`config.mk`:
```
export PLATFORM = sky130hd
export DESIGN_NAME = csp_clock_setup
export DESIGN_NICKNAME = d
export VERILOG_FILES = /design/src/hdl/csp_pkg.sv /design/src/hdl/csp_clock_setup.sv
export SDC_FILE = /design/constraint.sdc
export NUM_CORES = 1
export LEC_CHECK = 0
export ABC_AREA = 0
export BUFFER_PORTS_ARGS = -buffer_cell sky130_fd_sc_hd__clkbuf_2
export CAP_MARGIN = 40
export CORE_UTILIZATION = 50
export DETAILED_ROUTE_END_ITERATION = 7
export MAX_ROUTING_LAYER = met4
export PLACE_DENSITY = 0.72
export SETUP_SLACK_MARGIN = 0.1
export SLEW_MARGIN = 20
export SYNTH_ARGS = -nofsm -noshare
export SYNTH_HDL_FRONTEND = slang
export SYNTH_SLANG_ARGS = --single-unit
```
`constraint.sdc`:
```
create_clock -name clk -period 2.8 [get_ports clk]
set_clock_uncertainty 0.2 [all_clocks]
set_input_delay 0.28 -clock clk [delete_from_list [all_inputs] [get_ports clk]]
set_output_delay 0.28 -clock clk [all_outputs]
set_load 0.01 [all_outputs]
```
`src/hdl/csp_pkg.sv`:
```
// package: register map, field layout and constants for the clock setup block
package csp_pkg;
    // register byte offsets
    localparam logic [7:0] OFF_OSC_CTRL   = 8'h20;
    localparam logic [7:0] OFF_OSC_FREQ   = 8'h24;
    localparam logic [7:0] OFF_SYN_A      = 8'h28;
    localparam logic [7:0] OFF_SYN_B      = 8'h2C;
    localparam logic [7:0] OFF_BUS_CLK    = 8'h30;
    localparam logic [7:0] OFF_STATUS     = 8'h68;
    localparam logic [7:0] OFF_IRQ_EN     = 8'h6C;
    localparam logic [7:0] OFF_CP_CFG     = 8'h80;
    // reset values
    localparam logic [31:0] SYN_RESET     = 32'h0000_3F00;
    // oscillator control fields
    localparam int OSC_EN_BIT   = 0;
    localparam int OSC_CNT_LSB  = 8;
    localparam int OSC_CNT_W    = 8;
    localparam int OSC_MULT_SH  = 3;    // start-up is 8 x count
    // frequency register fields
    localparam int FRQ_CNT_W    = 16;
    localparam int FRQ_VALID    = 16;
    localparam int FRQ_WINDOW   = 16;
    // synthesizer fields
    localparam int SYN_DIV_LSB  = 0;
    localparam int SYN_DIV_W    = 8;
    localparam int SYN_CNT_LSB  = 8;
    localparam int SYN_CNT_W    = 6;
    localparam int SYN_RNG_LSB  = 14;
    localparam int SYN_RNG_W    = 2;
    localparam int SYN_MUL_LSB  = 16;
    localparam int SYN_MUL_W    = 11;
    localparam int SYN_USB_LSB  = 28;
    localparam int SYN_USB_W    = 2;
    localparam int SYN_SRC_BIT  = 29;
    localparam int SYN_CFG_W    = 30;
    // bus clock fields
    localparam int BCK_SRC_LSB  = 0;
    localparam int BCK_SRC_W    = 2;
    localparam int BCK_PRE_LSB  = 2;
    localparam int BCK_PRE_W    = 3;
    localparam int BCK_RAT_LSB  = 8;
    localparam int BCK_RAT_W    = 2;
    // status bit positions
    localparam int ST_OSC       = 0;
    localparam int ST_LOCK_A    = 1;
    localparam int ST_LOCK_B    = 2;
    localparam int ST_BUS_RDY   = 3;
    localparam int ST_W         = 4;
    // clock source codes
    localparam logic [1:0] SRC_SLOW = 2'h0;
    localparam logic [1:0] SRC_MAIN = 2'h1;
    localparam logic [1:0] SRC_SYNA = 2'h2;
    localparam logic [1:0] SRC_SYNB = 2'h3;
    // settle cycles of the new clock after a bus clock change
    localparam int BCK_SETTLE   = 64;
    localparam logic [1:0] HTRANS_NONSEQ = 2'h2;
endpackage

```
`src/hdl/csp_clock_setup.sv`:
```
// clock source, synthesizer setup and master clock selection logic
`timescale 1ns/1ps
// Functional notes
// oscillator enable starts start-up; stable flag after 8 x count slow ticks
// each status flag drives interrupt when its enable bit is set
// main clock cycles counted over sixteen slow ticks, then valid flag set
// software sets charge pump select before writing a synthesizer config
// software always writes bit 29 of synthesizer A config as one
// input divider takes 0..255, divides by value; zero turns it off
// multiplier 0..2047; zero disables, else output is input times value+1
// lock flag sets after programmed lock count of slow ticks
// source, multiplier or divider change clears lock flag at once
// software waits for lock before using a synthesizer output
// range field selects synthesizer output frequency range
// usb divider divides synthesizer B output by 1, 2 or 4
// bus clock source picks slow, main or synth clocks; resets to slow
// power divider divides by 1 to 64; zero means divide by one
// ratio 0,1,2 makes master clock the processor clock over 1, 2, 4
// source or divider change clears ready until new clocks settle
// software never changes source and divider in one write
// to main or slow clock, write source first, then divider
// ready stays low while the feeding synthesizer is unlocked
// unlocked A falls back to slow clock, unlocked B to main clock
// all synthesizer fields are taken together in one write
// software waits for ready after any change before using clocks
// lock counter loads count, decrements per slow tick, flags at zero
// master clock changes are applied without runt pulses
module csp_clock_setup
    import csp_pkg::*;
(
    input  wire logic        clk,
    input  wire logic        rstn,
    input  wire logic        hsel,
    input  wire logic [31:0] haddr,
    input  wire logic [1:0]  htrans,
    input  wire logic        hwrite,
    input  wire logic [2:0]  hsize,
    input  wire logic [31:0] hwdata,
    input  wire logic        hready,
    output logic      [31:0] hrdata,
    output logic             hreadyout,
    output logic             hresp,
    input  wire logic        slow_tick,
    input  wire logic        main_tick,
    input  wire logic        syn_a_tick,
    input  wire logic        syn_b_tick,
    output logic             osc_enable,
    output logic [SYN_DIV_W-1:0] syn_a_div,
    output logic [SYN_MUL_W-1:0] syn_a_mul,
    output logic [SYN_RNG_W-1:0] syn_a_range,
    output logic             syn_a_on,
    output logic [SYN_DIV_W-1:0] syn_b_div,
    output logic [SYN_MUL_W-1:0] syn_b_mul,
    output logic [SYN_RNG_W-1:0] syn_b_range,
    output logic             syn_b_on,
    output logic [SYN_USB_W-1:0] usb_div_log2,
    output logic [BCK_SRC_W-1:0] bus_src_active,
    output logic [BCK_PRE_W-1:0] bus_pre_active,
    output logic [BCK_RAT_W-1:0] core_bus_ratio,
    output logic             clock_irq
);
    // ----------------------------------------------------------------
    // bus slave
    // ----------------------------------------------------------------
    logic       wr_pend_q, wr_pend_d;
    logic [7:0] addr_q, addr_d;
    logic [31:0] rdata_q, rdata_d;
    logic       wr_now;
    logic [31:0] rd_mux;

    logic                 osc_en_q, osc_en_d;
    logic [OSC_CNT_W-1:0] osc_cnt_q, osc_cnt_d;
    logic [SYN_CFG_W-1:0] syn_a_q, syn_a_d, syn_b_q, syn_b_d;
    logic [BCK_SRC_W-1:0] bsrc_q, bsrc_d;
    logic [BCK_PRE_W-1:0] bpre_q, bpre_d;
    logic [BCK_RAT_W-1:0] brat_q, brat_d;
    logic [ST_W-1:0]      irq_en_q, irq_en_d;
    logic [1:0]           cp_q, cp_d;
    logic [ST_W-1:0]      status;
    logic [FRQ_CNT_W-1:0] frq_q;
    logic                 frq_valid_q;

    assign hreadyout = 1'b1;
    assign hresp     = 1'b0;
    assign hrdata    = rdata_q;
    assign wr_now    = wr_pend_q;

    always_comb begin
        rd_mux = '0;
        case (haddr[7:0])
            OFF_OSC_CTRL: begin
                rd_mux[OSC_EN_BIT] = osc_en_q;
                rd_mux[OSC_CNT_LSB +: OSC_CNT_W] = osc_cnt_q;
            end
            OFF_OSC_FREQ: begin
                rd_mux[FRQ_CNT_W-1:0] = frq_q;
                rd_mux[FRQ_VALID] = frq_valid_q;
            end
            OFF_SYN_A:   rd_mux[SYN_CFG_W-1:0] = syn_a_q;
            OFF_SYN_B:   rd_mux[SYN_CFG_W-1:0] = syn_b_q;
            OFF_BUS_CLK: begin
                rd_mux[BCK_SRC_LSB +: BCK_SRC_W] = bsrc_q;
                rd_mux[BCK_PRE_LSB +: BCK_PRE_W] = bpre_q;
                rd_mux[BCK_RAT_LSB +: BCK_RAT_W] = brat_q;
            end
            OFF_STATUS:  rd_mux[ST_W-1:0] = status;
            OFF_IRQ_EN:  rd_mux[ST_W-1:0] = irq_en_q;
            OFF_CP_CFG:  rd_mux[1:0] = cp_q;
            default:     rd_mux = '0;
        endcase
    end

    always_comb begin
        wr_pend_d = 1'b0;
        addr_d    = addr_q;
        rdata_d   = rdata_q;
        if (hsel && hready && htrans == HTRANS_NONSEQ) begin
            wr_pend_d = hwrite;
            addr_d    = haddr[7:0];
            if (!hwrite)
                rdata_d = rd_mux;
        end
    end

    // ----------------------------------------------------------------
    // configuration registers
    // ----------------------------------------------------------------
    logic syn_a_wr, syn_b_wr, bck_wr;
    logic syn_a_chg, syn_b_chg, bck_chg;

    assign syn_a_wr = wr_now && addr_q == OFF_SYN_A;
    assign syn_b_wr = wr_now && addr_q == OFF_SYN_B;
    assign bck_wr   = wr_now && addr_q == OFF_BUS_CLK;
    // any rewrite restarts locking; key fields changing matter too
    assign syn_a_chg = syn_a_wr;
    assign syn_b_chg = syn_b_wr;
    assign bck_chg   = bck_wr &&
        (hwdata[BCK_SRC_LSB +: BCK_SRC_W] != bsrc_q ||
         hwdata[BCK_PRE_LSB +: BCK_PRE_W] != bpre_q);

    always_comb begin
        osc_en_d  = osc_en_q;
        osc_cnt_d = osc_cnt_q;
        syn_a_d   = syn_a_q;
        syn_b_d   = syn_b_q;
        bsrc_d    = bsrc_q;
        bpre_d    = bpre_q;
        brat_d    = brat_q;
        irq_en_d  = irq_en_q;
        cp_d      = cp_q;
        if (wr_now) begin
            case (addr_q)
                OFF_OSC_CTRL: begin
                    osc_en_d  = hwdata[OSC_EN_BIT];
                    osc_cnt_d = hwdata[OSC_CNT_LSB +: OSC_CNT_W];
                end
                OFF_SYN_A: syn_a_d = hwdata[SYN_CFG_W-1:0];
                OFF_SYN_B: syn_b_d = hwdata[SYN_CFG_W-1:0];
                OFF_BUS_CLK: begin
                    bsrc_d = hwdata[BCK_SRC_LSB +: BCK_SRC_W];
                    bpre_d = hwdata[BCK_PRE_LSB +: BCK_PRE_W];
                    brat_d = hwdata[BCK_RAT_LSB +: BCK_RAT_W];
                end
                OFF_IRQ_EN: irq_en_d = hwdata[ST_W-1:0];
                OFF_CP_CFG: cp_d = hwdata[1:0];
                default: ;
            endcase
        end
    end

    // ----------------------------------------------------------------
    // oscillator start-up and frequency measurement
    // ----------------------------------------------------------------
    localparam int OSC_TMR_W = OSC_CNT_W + OSC_MULT_SH;
    logic [OSC_TMR_W-1:0] osc_tmr_q, osc_tmr_d;
    logic                 osc_ok_q, osc_ok_d;
    logic [4:0]           win_q, win_d;
    logic [FRQ_CNT_W-1:0] mcnt_q, mcnt_d, frq_d;
    logic                 frq_valid_d;

    always_comb begin
        osc_tmr_d = osc_tmr_q;
        osc_ok_d  = osc_ok_q;
        if (wr_now && addr_q == OFF_OSC_CTRL) begin
            osc_ok_d  = 1'b0;
            osc_tmr_d = {hwdata[OSC_CNT_LSB +: OSC_CNT_W],
                         OSC_MULT_SH'(0)};
        end else if (!osc_en_q) begin
            osc_ok_d = 1'b0;
        end else if (!osc_ok_q && slow_tick) begin
            if (osc_tmr_q <= OSC_TMR_W'(1))
                osc_ok_d = 1'b1;
            if (osc_tmr_q != '0)
                osc_tmr_d = osc_tmr_q - 1'b1;
        end
    end

    // window counts main ticks across sixteen slow ticks once stable
    always_comb begin
        win_d       = win_q;
        mcnt_d      = mcnt_q;
        frq_d       = frq_q;
        frq_valid_d = frq_valid_q;
        if (!osc_ok_q) begin
            win_d       = '0;
            mcnt_d      = '0;
            frq_valid_d = 1'b0;
        end else if (!frq_valid_q) begin
            if (main_tick && win_q != '0)
                mcnt_d = mcnt_q + 1'b1;
            if (slow_tick) begin
                if (win_q == 5'(FRQ_WINDOW)) begin
                    frq_d       = mcnt_d;
                    frq_valid_d = 1'b1;
                end else begin
                    win_d = win_q + 1'b1;
                end
            end
        end
    end

    // ----------------------------------------------------------------
    // synthesizer lock counters, one per synthesizer
    // ----------------------------------------------------------------
    logic [1:0]           lock_q, lock_d;
    logic [SYN_CNT_W-1:0] lcnt_q [2];
    logic [SYN_CNT_W-1:0] lcnt_d [2];
    logic [SYN_CFG_W-1:0] syn_cfg [2];
    logic [1:0]           syn_chg;

    assign syn_cfg[0] = syn_a_q;
    assign syn_cfg[1] = syn_b_q;
    assign syn_chg    = {syn_b_chg, syn_a_chg};

    for (genvar i = 0; i < 2; i++) begin : g_lock
        always_comb begin
            lcnt_d[i] = lcnt_q[i];
            lock_d[i] = lock_q[i];
            if (syn_chg[i]) begin
                lock_d[i] = 1'b0;
                lcnt_d[i] = hwdata[SYN_CNT_LSB +: SYN_CNT_W];
            end else if (syn_cfg[i][SYN_MUL_LSB +: SYN_MUL_W] == '0 ||
                         syn_cfg[i][SYN_DIV_LSB +: SYN_DIV_W] == '0) begin
                lock_d[i] = 1'b0;
            end else if (!lock_q[i] && slow_tick) begin
                if (lcnt_q[i] <= SYN_CNT_W'(1))
                    lock_d[i] = 1'b1;
                if (lcnt_q[i] != '0)
                    lcnt_d[i] = lcnt_q[i] - 1'b1;
            end
        end
        always_ff @(posedge clk) begin
            if (!rstn)
                lcnt_q[i] <= '0;
            else
                lcnt_q[i] <= lcnt_d[i];
        end
    end

    // analog controls: divider off at zero, synth off at zero multiplier
    assign syn_a_div   = syn_a_q[SYN_DIV_LSB +: SYN_DIV_W];
    assign syn_a_mul   = syn_a_q[SYN_MUL_LSB +: SYN_MUL_W];
    assign syn_a_range = syn_a_q[SYN_RNG_LSB +: SYN_RNG_W];
    assign syn_a_on    = syn_a_mul != '0 && syn_a_div != '0;
    assign syn_b_div   = syn_b_q[SYN_DIV_LSB +: SYN_DIV_W];
    assign syn_b_mul   = syn_b_q[SYN_MUL_LSB +: SYN_MUL_W];
    assign syn_b_range = syn_b_q[SYN_RNG_LSB +: SYN_RNG_W];
    assign syn_b_on    = syn_b_mul != '0 && syn_b_div != '0;
    assign usb_div_log2 = syn_b_q[SYN_USB_LSB +: SYN_USB_W];

    // ----------------------------------------------------------------
    // master clock selection and ready
    // ----------------------------------------------------------------
    // effective source with fallback while the chosen synth is unlocked
    logic [BCK_SRC_W-1:0] eff_src;
    logic                 src_locked;
    logic                 sel_tick;

    always_comb begin
        eff_src    = bsrc_q;
        src_locked = 1'b1;
        case (bsrc_q)
            SRC_SYNA: begin
                src_locked = lock_q[0];
                if (!lock_q[0])
                    eff_src = SRC_SLOW;
            end
            SRC_SYNB: begin
                src_locked = lock_q[1];
                if (!lock_q[1])
                    eff_src = SRC_MAIN;
            end
            default: ;
        endcase
        case (bus_src_active)
            SRC_SLOW: sel_tick = slow_tick;
            SRC_MAIN: sel_tick = main_tick;
            SRC_SYNA: sel_tick = syn_a_tick;
            default:  sel_tick = syn_b_tick;
        endcase
    end

    // switch only on a slow tick boundary so the output never runts
    logic [BCK_SRC_W-1:0] act_src_q, act_src_d;
    logic [BCK_PRE_W-1:0] act_pre_q, act_pre_d;
    logic [6:0]           settle_q, settle_d;
    logic                 rdy_q, rdy_d;

    always_comb begin
        act_src_d = act_src_q;
        act_pre_d = act_pre_q;
        settle_d  = settle_q;
        rdy_d     = rdy_q;
        if (bck_chg) begin
            rdy_d    = 1'b0;
            settle_d = 7'(BCK_SETTLE);
        end else if (act_src_q != eff_src || act_pre_q != bpre_q) begin
            rdy_d = 1'b0;
            if (slow_tick) begin
                act_src_d = eff_src;
                act_pre_d = bpre_q;
                settle_d  = 7'(BCK_SETTLE);
            end
        end else if (!src_locked) begin
            rdy_d = 1'b0;
        end else if (!rdy_q) begin
            if (settle_q == '0)
                rdy_d = 1'b1;
            else if (sel_tick)
                settle_d = settle_q - 1'b1;
        end
    end

    assign bus_src_active = act_src_q;
    assign bus_pre_active = act_pre_q;
    assign core_bus_ratio = brat_q;
    assign osc_enable     = osc_en_q;

    // ----------------------------------------------------------------
    // status and interrupt line
    // ----------------------------------------------------------------
    assign status[ST_OSC]     = osc_ok_q;
    assign status[ST_LOCK_A]  = lock_q[0];
    assign status[ST_LOCK_B]  = lock_q[1];
    assign status[ST_BUS_RDY] = rdy_q;
    assign clock_irq = |(status & irq_en_q);

    // ----------------------------------------------------------------
    // registers
    // ----------------------------------------------------------------
    always_ff @(posedge clk) begin
        if (!rstn) begin
            wr_pend_q   <= 1'b0;
            addr_q      <= '0;
            rdata_q     <= '0;
            osc_en_q    <= 1'b0;
            osc_cnt_q   <= '0;
            syn_a_q     <= SYN_CFG_W'(SYN_RESET);
            syn_b_q     <= SYN_CFG_W'(SYN_RESET);
            bsrc_q      <= SRC_SLOW;
            bpre_q      <= '0;
            brat_q      <= '0;
            irq_en_q    <= '0;
            cp_q        <= '0;
            osc_tmr_q   <= '0;
            osc_ok_q    <= 1'b0;
            win_q       <= '0;
            mcnt_q      <= '0;
            frq_q       <= '0;
            frq_valid_q <= 1'b0;
            lock_q      <= '0;
            act_src_q   <= SRC_SLOW;
            act_pre_q   <= '0;
            settle_q    <= '0;
            rdy_q       <= 1'b1;
        end else begin
            wr_pend_q   <= wr_pend_d;
            addr_q      <= addr_d;
            rdata_q     <= rdata_d;
            osc_en_q    <= osc_en_d;
            osc_cnt_q   <= osc_cnt_d;
            syn_a_q     <= syn_a_d;
            syn_b_q     <= syn_b_d;
            bsrc_q      <= bsrc_d;
            bpre_q      <= bpre_d;
            brat_q      <= brat_d;
            irq_en_q    <= irq_en_d;
            cp_q        <= cp_d;
            osc_tmr_q   <= osc_tmr_d;
            osc_ok_q    <= osc_ok_d;
            win_q       <= win_d;
            mcnt_q      <= mcnt_d;
            frq_q       <= frq_d;
            frq_valid_q <= frq_valid_d;
            lock_q      <= lock_d;
            act_src_q   <= act_src_d;
            act_pre_q   <= act_pre_d;
            settle_q    <= settle_d;
            rdy_q       <= rdy_d;
        end
    end
endmodule

```
# Word-level counts from Yosys, hierarchy flattened
# Memory sizes are Yosys's and may differ from the RTL's.
# Cells that the tools add are included.
[totals] mem_count=1 in_bits=78 output_inout_bits=89 register_bits=186 wordCells=187 mem_bits_rw=12
[memory_table] name="lcnt_q" words=2 word_bits=6 rd=2 rd_ports_with_merged_regs=0 wr=2 line_no="csp_clock_setup.sv:226" text="logic [SYN_CNT_W-1:0] lcnt_q [2];"
[classes] bitwise=9 order_cmp=3 n_eq_ne=30 addsub=6 reduce_logical=66 mux=46
[op_table] cell="$eq 8x6->1 const B" count=9
[op_table] cell="$mux 6" count=10
[op_table] cell="$mux 7" count=7
[op_table] cell="$mux 11" count=4
[op_table] cell="$reduce_bool 11->1" count=3
[op_table] cell="$pmux 13 s2" count=1
[op_table] cell="$eq 8x7->1 const B" count=3
[op_table] cell="$pmux 6 s4" count=1
[op_table] cell="$reduce_and 2->1" count=12
[op_table] cell="$logic_not 11->1" count=2
[op_table] cell="$add 16x1->16 const B" count=1
[op_table] cell="$eq 8x8->1 const B" count=2
[op_table] cell="$logic_not 8->1" count=2
[op_table] cell="$mux 16" count=1
[op_table] cell="$reduce_bool 8->1" count=2
[op_table] cell="$logic_and 1x1->1" count=13
[op_table] cell="$le 6x1->1 const B" count=2
[op_table] cell="$pmux 2 s6" count=1
[op_table] cell="$reduce_and 3->1" count=4
[op_table] cell="$reduce_bool 6->1" count=2
[op_table] cell="$sub 6x1->6 const B" count=2
[op_table] cell="$le 11x1->1 const B" count=1
[op_table] cell="$sub 11x1->11 const B" count=1
[op_table] cell="$mux 1" count=10
[op_table] cell="other kinds (35)" count=64

# Depth between registers and ports, before layout
[logic_depth] depth_word=8 depth_mapped=9

# Least setup slack after synthesis
# No wires, ideal clock.
[synth_path] kind="reg-to-reg" from="register addr_q[0]" to="register act_src_q[1] (netlist: bus_src_active[1])" path_buffers=1 path_slack_ps=504 stages_incl_launch_ff=7 required_time_ps=2481 arrival_time_ps=1978 cell_sequence="dfxtp_1 > or4_4 > nor4_4 > o21ai_4 > nor2b_4 > buf_6 > mux2i_1"
[synth_between] elab_chain_cells=5
[synth_lines] item="start, declared" line_no="csp_clock_setup.sv:66" text="logic [7:0] addr_q, addr_d;"
[synth_lines] item="start signal, assigned" line_no="csp_clock_setup.sv:378" text="addr_q <= addr_d;"
[synth_lines] item="$eq 8x6->1" line_no="csp_clock_setup.sv:133" text="assign bck_wr = wr_now && addr_q == OFF_BUS_CLK;"
[synth_lines] item="$logic_and 1x1->1" line_no="csp_clock_setup.sv:133"
[synth_lines] item="$logic_and 1x1->1" line_no="csp_clock_setup.sv:137" text="assign bck_chg = bck_wr &&"
[synth_lines] item="$not 1->1 (no source line)"
[synth_lines] item="$reduce_and 3->1 (no source line)"
[synth_lines] item="end signal, assigned" line_no="csp_clock_setup.sv:396" text="act_src_q <= act_src_d;"
[synth_lines] item="end, declared" line_no="csp_clock_setup.sv:304" text="logic [BCK_SRC_W-1:0] act_src_q, act_src_d;"
# No other way between the ends.
# A chain may end at the register's enable or synchronous reset.

# Worst setup path in the final report
[layout_path] from="register syn_b_q[0]" to="output port syn_b_on"
[layout_between] elab_chain_cells=2
[layout_lines] item="start, declared" line_no="csp_clock_setup.sv:73" text="logic [SYN_CFG_W-1:0] syn_a_q, syn_a_d, syn_b_q, syn_b_d;"
[layout_lines] item="start signal, assigned" line_no="csp_clock_setup.sv:359" text="syn_b_q <= SYN_CFG_W'(SYN_RESET);"
[layout_lines] item="start signal, assigned" line_no="csp_clock_setup.sv:383" text="syn_b_q <= syn_b_d;"
[layout_lines] item="$reduce_bool 8->1" line_no="csp_clock_setup.sv:268" text="assign syn_b_on = syn_b_mul != '0 && syn_b_div != '0;"
[layout_lines] item="$logic_and 1x1->1" line_no="csp_clock_setup.sv:268"
[layout_lines] item="end, declared" line_no="csp_clock_setup.sv:55" text="output logic syn_b_on,"
# No other way between the ends.

==> run metrics <==
Worst Setup SP=syn_b_q[0]; Netlist cell types=68; sequential share of the synthesized area=41.5%; CTS Buf Count=17; Tmin final=2.50 ns; Die X-Extent=140 µm; Slew @ Worst Pin=0.784 ns; Combinational Power Share=4.9%; Crit Reg-Reg Endpoint=settle_q[3]; top cells by area, synth=dfxtp_1 (42%), nand2_1 (6.3%), nor2_1 (5.2%); Pleak=4.30 nW; HPWL after DPL=17.5 mm; I/O pins=167; slew margin rel.=47.6%; fraction of the mapped netlist area in simple logic gates=23.9%; Synth top area share=41.5%; clock buffer depth=2; layout cell share with drive strength beyond 1=16.9%; routed len/inst=16.8 µm; Root Buffer=clkbuf_16; row count=50; Final GP Congestion=0.873; outcome=complete, no violations; Reg2Reg Launch Point=bsrc_q[0]; Net Sw Frac=23.5%; Cells after Synth=1155; P_sw=1.32 mW; Final #Nets=1349; clock sinks=198; Startpoint Class=flop; Commonest cells post-synth=dfxtp_1 (198), nand2_1 (160), nor2_1 (132); gr ovfl total=0; CP max FO=4; Synth Area in XOR/XNOR=4.95%; period utilization=89.2%; most common cell in the netlist=dfxtp_1; total number of vias=8546; share of flip-flops with an asynchronous set or reset=0%; Critical Path RT=2.32 ns; type of the worst min-delay path=in -> reg; Internal=4.31 mW; synth-to-layout area growth=16.6%; flop-to-flop setup slack=0.36 ns; placed insts=1439; final worst slack=0.303 ns; Clock transition at path regs=0.07 ns; gr usage total=27.1%; I/O Buffers=133; DR iter-0 viols=665; VDD IR max=467 µV; synth warn=0; clock latency on the worst-skew pair=0.43 ns; Synth Area in Adders=1.57%; Synth Area in Compound Gates=14.7%; Final ANT Viol Nets=0; Post-synth EDFFs=0; Avg Synthesized Cell Area=8.27 µm²; Cell Area, Synth=9550 µm²; vias in the first global route=7791; DRC Markers=0; main combinational cell family by area after synthesis=simple AND/OR/NAND/NOR gates; Via density=5.67; Diodes inserted=0; FF+latch count, synth=198; R2R depth=5; initial antenna violation count=0; pwr dens=506 nW/µm²; Layout Cells excl Fill=1506; predominant post-synthesis flop cell=dfxtp_1; setup violators final=0; Post-DP Area=10200 µm²; CTS resizes=0; Clk pwr share=44.9%; FMAX=0.400 GHz; Pre-antenna DRT Iters=5; final instance area=11100 µm²; CTS tree=yes; crit path capture=syn_b_on; unrepaired setup endpoints after global routing=no; global-route wire length before repair=40.9 mm; Reg power frac=50.2%; pin count of the biggest net entering global routing=53; H-tree depth=4; Crit path arrival time=2.02 ns; DRT Wirelength=25.3 mm; DP Worst Slack=0.372 ns; count of final hold-check violations=0; Slew Limit Fails=0; Max-cap violations=0; die footprint=19700 µm²; Crit Path Class=reg -> out; Synth area leader=dfxtp_1; Starting Density=51.0%; post-route setup TNS=0 ns; Die Height=140 µm; multiplexer share of the synthesized area=5.62%; CP Capture Type=primary output; Core ar.=18700 µm²
==> worst min path at each step <==
stage,startpoint,endpoint,slack (ns),cells after the start
global route,main_tick,frq_q[1],0.03,3
CTS,main_tick,frq_q[1],0.006,3
floorplan,hwdata[10],syn_a_q[10],0.20,2
global placement,syn_a_q[27],syn_a_q[27],0.24,2
detailed placement,syn_a_q[27],syn_a_q[27],0.24,2
finish,main_tick,frq_q[1],0.01,3
==> sequential cells by signal, summed over array words and instances, names as in the netlist, 11 cells and up <==
register / flops
syn_b_q: 30
frq_q: 16
hrdata: 30
osc_tmr_q: 11
mcnt_q: 16
syn_a_q: 30
lcnt_q: 12
==> cell type report <==
| class | count | area [µm²] |
|---|---|---|
| fill | 1675 | 7570 |
| multi-input combinational | 815 | 4860 |
| sequential | 198 | 3960 |
| timing repair buffer | 206 | 1340 |
| clock buffer | 19 | 443 |
| tap | 234 | 293 |
| clock inverter | 13 | 159 |
| inverter | 21 | 81.3 |
==> worst max-delay path, stage by stage (launching register included) <==
cell and delay (ns):
dfxtp_1 0.35, nor4_1 0.65, a21boi_0 0.37, clkbuf_2 0.21
==> logic make-up after synthesis <==
logic type               after synthesis
AND/OR/NAND/NOR                      477
AO/OA/AOI/OAI                        216
flip-flops                           198
buffers and inverters                144
XOR/XNOR                              54
multiplexers                          52
adder cells (fa/ha/maj)               12
other                                  2
==> timing repair <==
item / 4_1_cts / 5_1_grt
hold buffers: 35 / 0
setup endpoints to repair: 0 / 0
hold endpoints to repair: 66 / 0
buffers inserted: 0 / 0
==> layout by cell type (no fill, tap or decap), drive strengths merged, types with 5 or more instances in the layout <==
cell type / synthesis / final
xor2: 16 / 16
nand2b: 5 / 5
nor2b: 11 / 11
a311oi: 5 / 5
mux2i: 48 / 48
dlygate4sd3: 0 / 35
or3: 12 / 12
a31oi: 7 / 7
nor4: 23 / 23
nand3: 35 / 35
a21oi: 84 / 84
xnor2: 38 / 38
a221oi: 15 / 15
and3: 8 / 8
nand2: 160 / 160
nor2: 132 / 132
nor3: 36 / 36
a221o: 6 / 6
o21ai: 36 / 36
a22oi: 13 / 13
buf: 62 / 38
dfxtp: 198 / 198
clkbuf: 61 / 152
nand4: 16 / 16
inv: 21 / 29
nor4b: 6 / 6
ha: 12 / 12
a211oi: 21 / 21
==> layer usage <==
layer	track usage [%]	vias up	wire (µm)
met3	4.34	46	1350
met5	-	-	0
li1	-	4217	-
met4	10.5	0	615
met2	42.1	251	11700
met1	35.3	4032	11700
==> power by group through the flow <==
stage	Combinational (mW)	Sequential, mW	Clock (mW)
finish	0.277	2.83	2.53
global route	0.298	2.83	2.69
CTS	0.274	2.83	2.56
detailed placement	0.234	2.90	0
global placement	0.234	2.90	0
floorplan	0.124	2.90	0
==> per-stage QoR <==
stage          util, %  hold WS [ns]  power [mW]
2_1_floorplan        -         0.204        3.02
3_3_place_gp      54.4         0.241        3.13
3_5_place_dp      54.4         0.245        3.13
4_1_cts           59.5       0.00630        5.67
5_1_grt           59.5        0.0263        5.81
6_report          59.5        0.0115        5.64
Note: power is estimated with default switching activity, not from simulation.
